--- config.mk ---
export PLATFORM = sky130hd
export DESIGN_NAME = pfm_port_function_mux
export DESIGN_NICKNAME = d
export VERILOG_FILES = /design/src/verilog/pfm_pkg.sv /design/src/verilog/pfm_port_function_mux.sv
export SDC_FILE = /design/constraint.sdc
export NUM_CORES = 1
export LEC_CHECK = 0
export BUFFER_PORTS_ARGS = -buffer_cell sky130_fd_sc_hd__buf_4
export CAP_MARGIN = 30
export CORE_ASPECT_RATIO = 1.25
export CORE_UTILIZATION = 60
export DETAILED_ROUTE_END_ITERATION = 10
export PLACE_DENSITY = 0.85
export SETUP_SLACK_MARGIN = 0.2
export SLEW_MARGIN = 20
export SYNTH_ARGS = -nofsm -noshare
export SYNTH_HDL_FRONTEND = slang
export SYNTH_SLANG_ARGS = --single-unit
--- constraint.sdc ---
create_clock -name clk -period 4.3 [get_ports clk]
set_input_delay 0.86 -clock clk [delete_from_list [all_inputs] [get_ports clk]]
set_output_delay 0.86 -clock clk [all_outputs]
set_load 0.005 [all_outputs]
--- src/verilog/pfm_pkg.sv ---
// package for the port function mux: register map, field layouts, constants
// Notes on behaviour
// port 1 bit 0 selected: output low, pin feeds timer external clock input.
// port 1 bits 1-3 selected: compare outputs 0-2 out, pins feed capture inputs A.
// port 1 bit 4 selected: sub-main clock out, pin input unused.
// port 1 bits 5-7 selected: compare outputs 0-2 out, pin inputs unused.
// port 2 bit 0 selected: auxiliary clock out, pin input unused.
// port 2 bit 1 selected: output low, pin feeds timer alternate clock input.
// port 2 bit 2 selected: comparator result out, pin feeds capture ch0 input B.
// port 2 bits 3-4 selected: compare outputs 1 and 2 out, pins unused.
// port 2 bit 5 selected: output low, pin input unused.
// every pin's driver enable comes only from its direction bit.
// port 2 bits 6-7 unbonded: output low, flags change only by software.
// unselected: pin driven from output bit; input bit shows synchronised pin level.
// flag sets on chosen edge (clear rising, set falling); irq when flag and enable.
package pfm_pkg;

  // ******************************
  // register map (byte addresses)
  // ******************************
  localparam logic [7:0] PFM_P1_IN   = 8'h00;
  localparam logic [7:0] PFM_P1_OUT  = 8'h04;
  localparam logic [7:0] PFM_P1_DIR  = 8'h08;
  localparam logic [7:0] PFM_P1_IFG  = 8'h0c;
  localparam logic [7:0] PFM_P1_IES  = 8'h10;
  localparam logic [7:0] PFM_P1_IE   = 8'h14;
  localparam logic [7:0] PFM_P1_SEL  = 8'h18;
  localparam logic [7:0] PFM_P2_IN   = 8'h20;
  localparam logic [7:0] PFM_P2_OUT  = 8'h24;
  localparam logic [7:0] PFM_P2_DIR  = 8'h28;
  localparam logic [7:0] PFM_P2_IFG  = 8'h2c;
  localparam logic [7:0] PFM_P2_IES  = 8'h30;
  localparam logic [7:0] PFM_P2_IE   = 8'h34;
  localparam logic [7:0] PFM_P2_SEL  = 8'h38;

  localparam int         PFM_ADDR_W  = 8;
  localparam logic [7:0] PFM_RST8    = 8'h00;
  localparam logic [1:0] PFM_OKAY    = 2'b00;
  localparam logic [1:0] PFM_SLVERR  = 2'b10;
  // bits of port 2 that have pins; 6 and 7 are unbonded
  localparam logic [7:0] PFM_P2_PINS = 8'h3f;

  // ******************************
  // carriers
  // ******************************
  typedef struct packed {
    logic [7:0] output_value;
    logic [7:0] direction;
    logic [7:0] irq_flag;
    logic [7:0] edge_select;
    logic [7:0] irq_enable;
    logic [7:0] function_select;
  } pfm_port_regs_t;

  typedef struct packed {
    logic compare_output_zero;
    logic compare_output_one;
    logic compare_output_two;
    logic sub_main_system_clock;
    logic auxiliary_clock;
    logic comparator_result;
  } pfm_periph_out_t;

  typedef struct packed {
    logic external_clock_in;
    logic alternate_clock_in;
    logic capture_ch0_input_a;
    logic capture_ch1_input_a;
    logic capture_ch2_input_a;
    logic capture_ch0_input_b;
  } pfm_periph_in_t;

endpackage : pfm_pkg

--- src/verilog/pfm_port_function_mux.sv ---
// port function mux: two 8-bit ports, peripheral routing, edge interrupts, AXI4-Lite slave
`timescale 1ns/1ps
module pfm_port_function_mux
  import pfm_pkg::*;
(
  input  wire logic                  clk,
  input  wire logic                  rst,
  // axi4-lite slave
  input  wire logic [PFM_ADDR_W-1:0] s_axi_awaddr,
  input  wire logic                  s_axi_awvalid,
  output logic                       s_axi_awready,
  input  wire logic [31:0]           s_axi_wdata,
  input  wire logic [3:0]            s_axi_wstrb,
  input  wire logic                  s_axi_wvalid,
  output logic                       s_axi_wready,
  output logic [1:0]                 s_axi_bresp,
  output logic                       s_axi_bvalid,
  input  wire logic                  s_axi_bready,
  input  wire logic [PFM_ADDR_W-1:0] s_axi_araddr,
  input  wire logic                  s_axi_arvalid,
  output logic                       s_axi_arready,
  output logic [31:0]                s_axi_rdata,
  output logic [1:0]                 s_axi_rresp,
  output logic                       s_axi_rvalid,
  input  wire logic                  s_axi_rready,
  // pins
  input  wire logic [7:0]            p1_pin_in,
  output logic [7:0]                 p1_pin_out,
  output logic [7:0]                 p1_pin_oe,
  input  wire logic [5:0]            p2_pin_in,
  output logic [5:0]                 p2_pin_out,
  output logic [5:0]                 p2_pin_oe,
  // peripherals
  input  wire pfm_periph_out_t       periph_out,
  output pfm_periph_in_t             periph_in,
  output logic                       p1_irq,
  output logic                       p2_irq
);

  // ******************************
  // registers and pin synchronisers
  // ******************************
  pfm_port_regs_t p1;
  pfm_port_regs_t p2;
  logic [7:0]     p1_s1, p1_s2, p1_s3, p1_in;
  logic [5:0]     p2_s1, p2_s2, p2_s3, p2_in6;
  logic [7:0]     p2_in;
  logic [7:0]     p1_prev, p2_prev;
  logic [7:0]     p1_edge, p2_edge;

  // three stages; the level moves only when stages two and three agree
  // a one-cycle pin pulse never reaches the input register
  always_ff @(posedge clk)
  begin
    if (rst)
    begin
      p1_s1 <= PFM_RST8;
      p1_s2 <= PFM_RST8;
      p1_s3 <= PFM_RST8;
      p1_in <= PFM_RST8;
      p2_s1 <= 6'h00;
      p2_s2 <= 6'h00;
      p2_s3 <= 6'h00;
      p2_in6 <= 6'h00;
    end
    else
    begin
      p1_s1 <= p1_pin_in;
      p1_s2 <= p1_s1;
      p1_s3 <= p1_s2;
      p1_in <= (p1_s2 & p1_s3) | (p1_in & (p1_s2 | p1_s3));
      p2_s1 <= p2_pin_in;
      p2_s2 <= p2_s1;
      p2_s3 <= p2_s2;
      p2_in6 <= (p2_s2 & p2_s3) | (p2_in6 & (p2_s2 | p2_s3));
    end
  end

  // unbonded bits read as zero
  assign p2_in = {2'b00, p2_in6};

  // ******************************
  // edge detection
  // ******************************
  // prev resets to the same level as the filtered input, so no false edge follows reset
  always_ff @(posedge clk)
  begin
    if (rst)
    begin
      p1_prev <= PFM_RST8;
      p2_prev <= PFM_RST8;
    end
    else
    begin
      p1_prev <= p1_in;
      p2_prev <= p2_in;
    end
  end

  function automatic logic [7:0] edge_hit(input logic [7:0] now, input logic [7:0] was,
                                          input logic [7:0] fall);
    edge_hit = (~fall & now & ~was) | (fall & ~now & was);
  endfunction : edge_hit

  assign p1_edge = edge_hit(p1_in, p1_prev, p1.edge_select);
  // only bonded bits can see pin edges
  assign p2_edge = edge_hit(p2_in, p2_prev, p2.edge_select) & PFM_P2_PINS;

  // ******************************
  // axi4-lite write path
  // ******************************
  logic                  aw_held, w_held;
  logic [PFM_ADDR_W-1:0] aw_addr;
  logic [7:0]            w_byte;
  logic                  w_lane;
  logic                  wr_fire;
  logic                  wr_hit;

  // readies stay low while a response waits, so only one write is ever in flight
  assign s_axi_awready = !aw_held && !s_axi_bvalid;
  assign s_axi_wready  = !w_held && !s_axi_bvalid;
  // address and data are latched apart, so either may come first
  assign wr_fire       = aw_held && w_held;

  always_ff @(posedge clk)
  begin
    if (rst)
    begin
      aw_held <= 1'b0;
      aw_addr <= '0;
    end
    else
    begin
      if (s_axi_awvalid && s_axi_awready)
      begin
        aw_held <= 1'b1;
        aw_addr <= s_axi_awaddr;
      end
      else if (wr_fire)
        aw_held <= 1'b0;
    end
  end

  // only byte lane 0 carries register bits; the upper lanes are ignored
  always_ff @(posedge clk)
  begin
    if (rst)
    begin
      w_held <= 1'b0;
      w_byte <= PFM_RST8;
      w_lane <= 1'b0;
    end
    else
    begin
      if (s_axi_wvalid && s_axi_wready)
      begin
        w_held <= 1'b1;
        w_byte <= s_axi_wdata[7:0];
        w_lane <= s_axi_wstrb[0];
      end
      else if (wr_fire)
        w_held <= 1'b0;
    end
  end

  // writes to the input registers answer okay and change nothing
  always_comb
  begin
    unique case (aw_addr)
      PFM_P1_IN, PFM_P1_OUT, PFM_P1_DIR, PFM_P1_IFG, PFM_P1_IES, PFM_P1_IE, PFM_P1_SEL,
      PFM_P2_IN, PFM_P2_OUT, PFM_P2_DIR, PFM_P2_IFG, PFM_P2_IES, PFM_P2_IE, PFM_P2_SEL:
        wr_hit = 1'b1;
      default:
        wr_hit = 1'b0;
    endcase
  end

  always_ff @(posedge clk)
  begin
    if (rst)
    begin
      s_axi_bvalid <= 1'b0;
      s_axi_bresp  <= PFM_OKAY;
    end
    else if (wr_fire)
    begin
      s_axi_bvalid <= 1'b1;
      s_axi_bresp  <= wr_hit ? PFM_OKAY : PFM_SLVERR;
    end
    else if (s_axi_bready)
      s_axi_bvalid <= 1'b0;
  end

  function automatic logic wr_to(input logic [PFM_ADDR_W-1:0] a, input logic [7:0] off,
                                 input logic go, input logic lane);
    wr_to = go && lane && (a == off);
  endfunction : wr_to

  // ******************************
  // port registers; a pin edge beats a software write in the same cycle
  // ******************************
  always_ff @(posedge clk)
  begin
    if (rst)
    begin
      p1 <= '0;
    end
    else
    begin
      if (wr_to(aw_addr, PFM_P1_OUT, wr_fire, w_lane)) p1.output_value <= w_byte;
      if (wr_to(aw_addr, PFM_P1_DIR, wr_fire, w_lane)) p1.direction <= w_byte;
      if (wr_to(aw_addr, PFM_P1_IES, wr_fire, w_lane)) p1.edge_select <= w_byte;
      if (wr_to(aw_addr, PFM_P1_IE,  wr_fire, w_lane)) p1.irq_enable <= w_byte;
      if (wr_to(aw_addr, PFM_P1_SEL, wr_fire, w_lane)) p1.function_select <= w_byte;
      if (wr_to(aw_addr, PFM_P1_IFG, wr_fire, w_lane))
        p1.irq_flag <= w_byte | p1_edge;
      else
        p1.irq_flag <= p1.irq_flag | p1_edge;
    end
  end

  // bits 6 and 7 of port 2 see no pin edge, so only software moves their flags
  always_ff @(posedge clk)
  begin
    if (rst)
    begin
      p2 <= '0;
    end
    else
    begin
      if (wr_to(aw_addr, PFM_P2_OUT, wr_fire, w_lane)) p2.output_value <= w_byte;
      if (wr_to(aw_addr, PFM_P2_DIR, wr_fire, w_lane)) p2.direction <= w_byte;
      if (wr_to(aw_addr, PFM_P2_IES, wr_fire, w_lane)) p2.edge_select <= w_byte;
      if (wr_to(aw_addr, PFM_P2_IE,  wr_fire, w_lane)) p2.irq_enable <= w_byte;
      if (wr_to(aw_addr, PFM_P2_SEL, wr_fire, w_lane)) p2.function_select <= w_byte;
      if (wr_to(aw_addr, PFM_P2_IFG, wr_fire, w_lane))
        p2.irq_flag <= w_byte | p2_edge;
      else
        p2.irq_flag <= p2.irq_flag | p2_edge;
    end
  end

  // flag register is written directly, so software can both raise and clear a flag
  assign p1_irq = |(p1.irq_flag & p1.irq_enable);
  assign p2_irq = |(p2.irq_flag & p2.irq_enable);

  // ******************************
  // axi4-lite read path
  // ******************************
  logic [7:0] rd_byte;
  logic       rd_hit;

  // one read in flight: a new address waits until the data is taken
  assign s_axi_arready = !s_axi_rvalid;

  always_comb
  begin
    rd_hit = 1'b1;
    unique case (s_axi_araddr)
      PFM_P1_IN:  rd_byte = p1_in;
      PFM_P1_OUT: rd_byte = p1.output_value;
      PFM_P1_DIR: rd_byte = p1.direction;
      PFM_P1_IFG: rd_byte = p1.irq_flag;
      PFM_P1_IES: rd_byte = p1.edge_select;
      PFM_P1_IE:  rd_byte = p1.irq_enable;
      PFM_P1_SEL: rd_byte = p1.function_select;
      PFM_P2_IN:  rd_byte = p2_in;
      PFM_P2_OUT: rd_byte = p2.output_value;
      PFM_P2_DIR: rd_byte = p2.direction;
      PFM_P2_IFG: rd_byte = p2.irq_flag;
      PFM_P2_IES: rd_byte = p2.edge_select;
      PFM_P2_IE:  rd_byte = p2.irq_enable;
      PFM_P2_SEL: rd_byte = p2.function_select;
      default:
      begin
        rd_byte = PFM_RST8;
        rd_hit  = 1'b0;
      end
    endcase
  end

  always_ff @(posedge clk)
  begin
    if (rst)
    begin
      s_axi_rvalid <= 1'b0;
      s_axi_rdata  <= 32'h00000000;
      s_axi_rresp  <= PFM_OKAY;
    end
    else if (s_axi_arvalid && s_axi_arready)
    begin
      s_axi_rvalid <= 1'b1;
      s_axi_rdata  <= {24'h000000, rd_byte};
      s_axi_rresp  <= rd_hit ? PFM_OKAY : PFM_SLVERR;
    end
    else if (s_axi_rready)
      s_axi_rvalid <= 1'b0;
  end

  // ******************************
  // pin output multiplexing
  // ******************************
  logic [7:0] p1_func, p2_func, p2_drive;

  always_comb
  begin
    p1_func[0] = 1'b0;
    p1_func[1] = periph_out.compare_output_zero;
    p1_func[2] = periph_out.compare_output_one;
    p1_func[3] = periph_out.compare_output_two;
    p1_func[4] = periph_out.sub_main_system_clock;
    p1_func[5] = periph_out.compare_output_zero;
    p1_func[6] = periph_out.compare_output_one;
    p1_func[7] = periph_out.compare_output_two;
    p2_func[0] = periph_out.auxiliary_clock;
    p2_func[1] = 1'b0;
    p2_func[2] = periph_out.comparator_result;
    p2_func[3] = periph_out.compare_output_one;
    p2_func[4] = periph_out.compare_output_two;
    p2_func[5] = 1'b0;
    p2_func[6] = 1'b0;
    p2_func[7] = 1'b0;
  end

  // peripheral outputs pass through combinationally so clocks are not delayed a cycle
  assign p1_pin_out = (p1.function_select & p1_func) |
                      (~p1.function_select & p1.output_value);
  assign p2_drive   = (p2.function_select & p2_func) |
                      (~p2.function_select & p2.output_value);
  // bits 6 and 7 stop here: they have no pad to drive
  assign p2_pin_out = p2_drive[5:0];
  // a selected peripheral never turns a pin around; direction alone enables the driver
  assign p1_pin_oe  = p1.direction;
  assign p2_pin_oe  = p2.direction[5:0];

  // ******************************
  // pin inputs to peripherals; gated low when the function is not selected
  // ******************************
  always_comb
  begin
    periph_in.external_clock_in   = p1.function_select[0] & p1_in[0];
    periph_in.capture_ch0_input_a = p1.function_select[1] & p1_in[1];
    periph_in.capture_ch1_input_a = p1.function_select[2] & p1_in[2];
    periph_in.capture_ch2_input_a = p1.function_select[3] & p1_in[3];
    periph_in.alternate_clock_in  = p2.function_select[1] & p2_in[1];
    periph_in.capture_ch0_input_b = p2.function_select[2] & p2_in[2];
  end

endmodule : pfm_port_function_mux
# --- Word level (Yosys, flattened, before mapping) ---
# Memories as Yosys holds them, arrays and structs flattened. A register that Yosys moved wholly into a read port is not among the register bits.
# Cells that the tools add are included.
totals:
  wordCells: 150
  mem_bits_ro: 64
  n_memories: 1
  input_bits: 79
  register_bits: 199
mem_list:
  columns: ["memory", "depth", "word_bits", "rd", "rd_clocked_by_memory_dff", "wr", "line_no", "text"]
  rows:
  - ["(name not given)", 64, 1, 1, 1, 0, "pfm_port_function_mux.sv:169", "unique case (aw_addr)"]
op_classes:
  bitwise_logic: 44
  n_reduce_logical: 32
  n_eq_ne: 25
  muxes: 16
op_table:
  columns: ["cell", "n"]
  rows:
  - ["8-bit one-hot mux with 14 select lines", 1]
  - ["8-bit by 6-bit equality test with 1-bit output (second input constant)", 13]
  - ["8-bit AND", 10]
  - ["8-bit by 5-bit equality test with 1-bit output (second input constant)", 6]
  - ["8-bit bitwise OR", 6]
  - ["6-bit AND", 7]
  - ["8-bit by 4-bit equality test with 1-bit output (second input constant)", 4]
  - ["8-bit inverter", 4]
  - ["6-bit inverter", 4]
  - ["6-bit bitwise OR", 4]
  - ["1-bit logical AND", 19]
  - ["8-bit by 3-bit equality test with 1-bit output (second input constant)", 2]
  - ["8-bit 2-to-1 mux", 2]
  - ["8-bit by 6-bit bitwise OR with 8-bit output", 2]
  - ["8-bit OR reduction", 2]
  - ["14-bit OR reduction", 1]
  - ["6-bit 2-to-1 mux", 2]
  - ["1-bit 2-to-1 mux", 9]
  - ["8-bit zero test", 1]
  - ["2-bit nonzero test", 4]
  - ["1-bit AND", 6]
  - ["6-bit by 5-bit AND with 6-bit output", 1]
  - ["1-bit zero test", 4]
  - ["2-bit 2-to-1 mux", 2]
  - ["2-bit zero test", 1]

# --- Logic depth before layout (Yosys ltp) ---
# Gate-level depths: netlist of run 1.
depth:
  depth_word: 6
  depth_mapped: 8
  depth_no_buf: 5

# --- Least setup slack after synthesis of run 1 ---
# OpenSTA, ideal clock, no wires.
synth_timing:
  path_kind: "input-to-reg"
  from: "input port s_axi_araddr[2]"
  to: "register s_axi_rdata[2]"
  setup_slack_ps: 2115
  path_buffers: 1
  arrival_ps: 2060
  path_stages: 5
  path_cell_list: "buf_2 > mux4_2 > nand2_1 > a21oi_1 > o41a_1"
synth_between:
  elab_chain_cells: 2
  elab_cells_between_ends: 15
  classes_between: "13 x eq/ne; 1 x mux; 1 x reduce/logical"
synth_lines:
  columns: ["element", "line_no", "text"]
  rows:
  - ["start, declared", "pfm_port_function_mux.sv:19", "input wire logic [PFM_ADDR_W-1:0] s_axi_araddr,"]
  - ["8-bit by 6-bit equality test with 1-bit output, or another cell as far along", "pfm_port_function_mux.sv:259", "unique case (s_axi_araddr)"]
  - ["8-bit one-hot mux with 14 select lines (*)", "pfm_port_function_mux.sv:259", null]
  - ["end signal, assigned", "pfm_port_function_mux.sv:293", "s_axi_rdata <= {24'h000000, rd_byte};"]
  - ["end, declared", "pfm_port_function_mux.sv:22", "output logic [31:0] s_axi_rdata,"]
# Mark *: on every way between the ends. The rest lies on a longest branch, timed or not.
# A chain may end at the register's enable or synchronous reset.

# --- Worst setup path after layout of run 1 ---
layout_timing:
  from: "register w_held"
  to: "register p1[28] (netlist bit)"
layout_between:
  elab_chain_cells: 4
layout_lines:
  columns: ["element", "line_no", "text"]
  rows:
  - ["start, declared", "pfm_port_function_mux.sv:112", "logic aw_held, w_held;"]
  - ["start signal, assigned", "pfm_port_function_mux.sv:149", "w_held <= 1'b0;"]
  - ["start signal, assigned", "pfm_port_function_mux.sv:157", "w_held <= 1'b1;"]
  - ["start signal, assigned", "pfm_port_function_mux.sv:162", "w_held <= 1'b0;"]
  - ["1-bit logical AND", "pfm_port_function_mux.sv:123", "assign wr_fire = aw_held && w_held;"]
  - ["1-bit logical AND (2 in a row)", "pfm_port_function_mux.sv:196", "wr_to = go && lane && (a == off);"]
  - ["8-bit 2-to-1 mux", "pfm_port_function_mux.sv:215", "if (wr_to(aw_addr, PFM_P1_IFG, wr_fire, w_lane))"]
  - ["end, declared", "pfm_port_function_mux.sv:43", "pfm_port_regs_t p1;"]
# Every way passes these cells.

==> results.cfg, run 1 <==
[synth]
ys.flop_type = dfxtp_1
syn_inst = 949
yosysWarnings = 0
synth-edff-count = 0
syn-cell-area_sq_um = 8610
postSynth.asyncResetShare_pct = 0
synth-seq-cells = 198
synth_top_area_share_pct = 46.0
yosysTopAreaCell = dfxtp_1
yosysSeqAreaShare_pct = 46.0
synth_area_leaders = dfxtp_1 (46%), mux2i_1 (8.0%), a21oi_1 (5.6%)
ys_types = 56
postSynthAreaPerCell_sq_um = 9.08

[setup_path]
cp.arrival_ns = 2.71
criticalPathCategory = flop to flop
cp-end-kind = flop
reg2reg_setup_slack_ns = 1.90
setup.worst_path.start_class = flop
worstPathRequired_ns = 4.61
reg2regPathDepth = 5
path_max_fanout = 21

[cts]
cts_tree = done
clock_tree.buffer_depth = 2
cts_max_level = 4
cts_made_buffers = 17
worstSkewPairLatency_ns = 0.44
ctsHoldBuffers = 0
post-cts-setup-buffers = 0
cts.repair.resized = 0
cts-root-buf = clkbuf_16
clock-sinks = 198
clkTransAtPathRegs_ns = 0.07

[finish]
syn2layout_area_growth_pct = 13.3
fillers = 1118
final_common_cell = dfxtp_1
nNetsFinal = 1081
utilization_pct = 70.1
fin_area_sq_um = 9760
layout_common_cells = dfxtp_1 (198), nand2_1 (121), buf_4 (107)
diodes = 0
multi_input_area_sq_um = 4190
drive_above_1_share_pct = 18.6
seq_area_sq_um = 3960

[detailed_routing]
dr.pass1.iters = 5
met2_wirelength_microns = 11000
routed_wl_microns = 23200
wl_met3_microns = 1730
top_layer = met4
dr_total_vias = 7234
drt_iter0_drc = 644
vias_per_cell = 6.08
drc_errors = 0
routedWlPerCell_microns = 19.5
antenna_left = 0
drt-met1-wl_microns = 9190

[pwr]
ir_worst_vdd_mv = 0.306
seqPwrFrac_pct = 51.9
clockPowerShare_pct = 42.3
internal_power_mw = 2.82
p_sw_uw = 867
leakage_nw = 3.65
power_frac_comb_pct = 5.7
pwr_density_cell_nw_per_um2 = 377
swShare_pct = 23.5
power_mw = 3.68

[placed_design]
placed_cell_area_sq_um = 9190
gp_congestion = 1.00
port_buffers = 102
hpwlAfterDp_microns = 16100

[die]
fp.dieW_microns = 109
std_cell_rows = 48
ios = 156
die_y_microns = 136
initial_utilization_pct = 61.8
fp.coreArea_sq_um = 13900
dieArea_sq_um = 14800

[sta]
final_hold_viol_count = 0
rsz0062_at_grt = no
relSlewSlack_pct = 38.7
drv_slew = 0
fin_crit_sh_pct = 55.7
worstMarginPinSlew_ns = 0.919
clock.fmax_ghz = 0.417
setup_viol = 0
finalClockSkew_ns = 0.0123
period_needed_ns = 2.40
final.setup.tns_ns = 0

[global_routing]
grt_max_degree = 92
grt_use_total_pct = 32.5
grt_pass1_vias = 6772
grt.overflow.total = 0
antenna_found_initial = 0
grt_pass1_wl_microns = 35800

[worst_hold_path]
hold_class = flop to flop
whs_path_depth = 1

[run]
maxCapViolCount = 0

[outcome]
status = complete, no violations
[per-stage QoR]
step,setup slack [ns],instances,hold WS (ns)
3_5_place_dp,1.58,1158,0.427
3_3_place_gp,1.57,1158,0.415
4_1_cts,1.95,1189,0.443
6_report,1.90,1189,0.438
2_1_floorplan,2.11,974,0.414
5_1_grt,1.73,1189,0.453
[synthesized netlist by cell type, types with 16 or more instances]
master / instances
nand3b_1: 17
mux2i_1: 69
a21oi_1: 96
mux2_2: 16
dfxtp_1: 198
clkbuf_1: 38
nand2_1: 121
o21ai_0: 69
nor2_1: 46
nor2b_1: 63
a22oi_1: 17
buf_4: 43
[sequential cells by signal, indices dropped and copies added, names as in the netlist, 6 cells and up, named ones only]
| signal | count |
|---|---|
| p1_s2 | 8 |
| p2_s3 | 6 |
| aw_addr | 8 |
| w_byte | 8 |
| p1_pin_oe | 8 |
| p2_pin_oe | 6 |
| p2_s2 | 6 |
| p1_prev | 8 |
| s_axi_rdata | 8 |
| p2 | 42 |
| p1_s3 | 8 |
| p2_in6 | 6 |
| p1_in | 8 |
| p2_prev | 6 |
| p1 | 40 |
| p2_s1 | 6 |
| p1_s1 | 8 |
[worst max-delay path, stage by stage (launching register included)]
cell      delay, ns
dfxtp_1        0.42
and4bb_2       0.33
nand4b_2       0.57
nor2_4         0.57
mux2i_1        0.27
a31oi_1        0.11
[cell type report]
type | instances | area share [%]
multi-input cells | 675 | 42.9
flip-flops and latches | 198 | 40.6
repair buffers | 108 | 8.34
clock buffers | 20 | 4.58
well taps | 175 | 2.24
clock inverters | 11 | 1.29
inverters | 2 | 0.0769
[routing by layer]
layer  track usage (%)  up-vias
met5                 0        -
met4              22.0        0
met1              39.6     3437
met3              5.90       74
li1                  -     3384
met2              51.8      339
[power groups by stage]
stage / Combinational [mW] / Clock [mW] / Sequential (mW)
global route: 0.229 / 1.66 / 1.91
CTS: 0.208 / 1.57 / 1.91
finish: 0.211 / 1.56 / 1.91
global placement: 0.206 / 0 / 1.95
floorplan: 0.159 / 0 / 1.92
detailed placement: 0.207 / 0 / 1.95
[final timing paths]
kind,startpoint,to
hold / removal,p2_s1[1],p2_s2[1]
setup / recovery,w_held,p1[28]
setup reg to reg,w_held,p1[28]
hold reg to reg,p2_s1[1],p2_s2[1]
[cell families after synthesis]
kind of cell / count (synthesis) / synth area share, %
simple gates: 328 / 20.5
compound gates: 231 / 15.5
flops: 198 / 46.0
buf+inv: 101 / 6.48
mux: 90 / 11.4
other cells: 1 / 0.0435
(Power assumes the default switching activity.)
==> run 2: changes to the inputs <==
CORE_UTILIZATION = 50   (was 60)
PLACE_DENSITY = 0.76   (was 0.85)
clock period = 2 ns   (was 4.3 ns; I/O delays follow)
==> run 2 against run 1 <==
Flip-flop and latch count is the same. Critical path type is now flop to output pin. Clock skew fell by 0.0034 ns. Routed wire length is 7.0% higher. Critical path depth fell by 3. First-iteration DRC count shrank 3.6%. Hold slack lost 0.27 ns. Cell area rose by 7.6%. Non-clock buffer count increased by 62. Die area rose by 20%. Highest routed layer unchanged.
==> results.cfg, run 2 (same netlist as run 1, synthesis figures left out) <==
[setup_path]
setup.worst_path.start_class = flop
criticalPathCategory = flop to output pin
r2r-start = aw_addr[0]
cp_slowest_cell = dfxtp_2
reg2reg_setup_slack_ns = 0.23
path_max_fanout = 4
worstPathRequired_ns = 1.60
max_stage_delay_ns = 0.45
crit_chain = mux2_2, buf_4
reg2regPathDepth = 5
reg2reg_to = p2[13]
cp.arrival_ns = 1.38
cp-end-kind = output pin

[worst_hold_path]
hp-start = p1_pin_in[3]
hold_class = input pin to flop
whs_endpoint = p1_s1[3]
whs_path_depth = 2

[finish]
fillers = 1457
largest_reg_flops = 42
diodes = 0
top_register = p2
utilization_pct = 62.4
fin_area_sq_um = 10500
drive_above_1_share_pct = 24.9
final_common_cell = dfxtp_1
reg.largest.list = p2 (42), p1 (40)
syn2layout_area_growth_pct = 22.0
layout_common_cells = dfxtp_1 (193), buf_4 (159), nand2_1 (121)
nNetsFinal = 1143

[die]
fp.dieW_microns = 119
die_y_microns = 149
dieArea_sq_um = 17800
ios = 156
initial_utilization_pct = 51.1
std_cell_rows = 53
fp.coreArea_sq_um = 16800

[detailed_routing]
routed_wl_microns = 24900
drc_errors = 0
vias_per_cell = 5.74
routedWlPerCell_microns = 19.2
antenna_left = 0
drt_iter0_drc = 621
dr_total_vias = 7451
dr.pass1.iters = 5

[cts]
clock-sinks = 198
clock_tree.buffer_depth = 2
cts_tree = done
cts_made_buffers = 17
cts_max_level = 4
worstSkewPairLatency_ns = 0.44
cts-root-buf = clkbuf_16
clkTransAtPathRegs_ns = 0.07

[sta]
period_needed_ns = 1.78
rsz0062_at_grt = yes
finalClockSkew_ns = 0.00898
relSlewSlack_pct = 50.5
fin_crit_sh_pct = 89.0
drv_slew = 0
setup_ws_ns = 0.219
setup_viol = 0
final.setup.tns_ns = 0
clock.fmax_ghz = 0.561
hold-worst-slack_ns = 0.165
final_hold_viol_count = 0
worstMarginPinSlew_ns = 0.741

[global_routing]
grt_pass1_vias = 6934
grt_use_total_pct = 28.5
grt_max_degree = 55
grt_pass1_wl_microns = 38200
grt.overflow.total = 0
antenna_found_initial = 0

[placed_design]
placed_cell_area_sq_um = 9760
port_buffers = 102
pre_cts_ws_ns = 0.0698
gp_congestion = 0.963
hpwlAfterDp_microns = 18100

[outcome]
status = complete, no violations

[pwr]
pwr_density_cell_nw_per_um2 = 779
ir_worst_vdd_mv = 0.557
leakage_nw = 4.02

[run]
maxCapViolCount = 0
run 2: changes by cell type in the layout (fill, tap and decap cells not counted), sizes merged:
| cell | before | now |
|---|---|---|
| buf | 108 | 170 |
| clkbuf | 20 | 19 |
| clkinv | 7 | 4 |
| inv | 3 | 8 |
run 2: what timing repair did:
| item | in CTS | in global routing |
|---|---|---|
| gates resized for setup | 9 | 17 |
| setup endpoints to repair | 45 | 61 |
| hold buffers | 0 | 0 |
| pin swaps | 2 | 7 |
| buffers inserted | 2 | 1 |
run 2: area by class of cell:
cell class,count,area (sq um),share of cell area (%)
Multi-Input combinational cell,675,4250,40.4
Sequential cell,198,3970,37.8
Timing Repair Buffer,170,1400,13.3
Clock buffer,19,443,4.22
Tap cell,220,275,2.62
Clock inverter,13,165,1.57
Inverter,2,7.51,0.0715
run 2: power by group:
part	internal, mW	total (mW)	switching (mW)
registers	4.01	4.11	0.0957
clock network	1.92	3.52	1.60
logic	0.249	0.557	0.308
run 2: per-layer routing:
layer,global-route usage [%],wire length [microns],up-vias
met4,15.9,1330,0
li1,-,-,3518
met1,34.9,9880,3498
met2,48.2,12100,353
met5,0,0,-
met3,3.82,1610,82
run 2: how the worst max path moves through the flow:
| stage | from | endpoint | slack (ns) | depth (start not counted) |
|---|---|---|---|---|
| floorplan | s_axi_araddr[2] | s_axi_rdata[2] | 0.27 | 5 |
| global placement | s_axi_araddr[2] | s_axi_rdata[2] | 0.07 | 7 |
| detailed placement | s_axi_araddr[3] | s_axi_rdata[2] | 0.07 | 7 |
| CTS | aw_addr[1] | p2[46] | 0.20 | 6 |
| global route | aw_addr[0] | p2[13] | 0.14 | 5 |
| finish | p1[3] | p1_pin_out[3] | 0.22 | 2 |
run 2: critical path: cells and delay by family, from the launching register on:
family / cells / cell delay (ns)
flops: 1 / 0.45
mux: 1 / 0.36
buf+inv: 1 / 0.13
run 2: metrics by stage:
stage / std cells / power [mW]
2_1_floorplan: 974 / 4.48
3_3_place_gp: 1262 / 4.73
3_5_place_dp: 1262 / 4.73
4_1_cts: 1296 / 8.21
5_1_grt: 1297 / 8.42
6_report: 1297 / 8.18
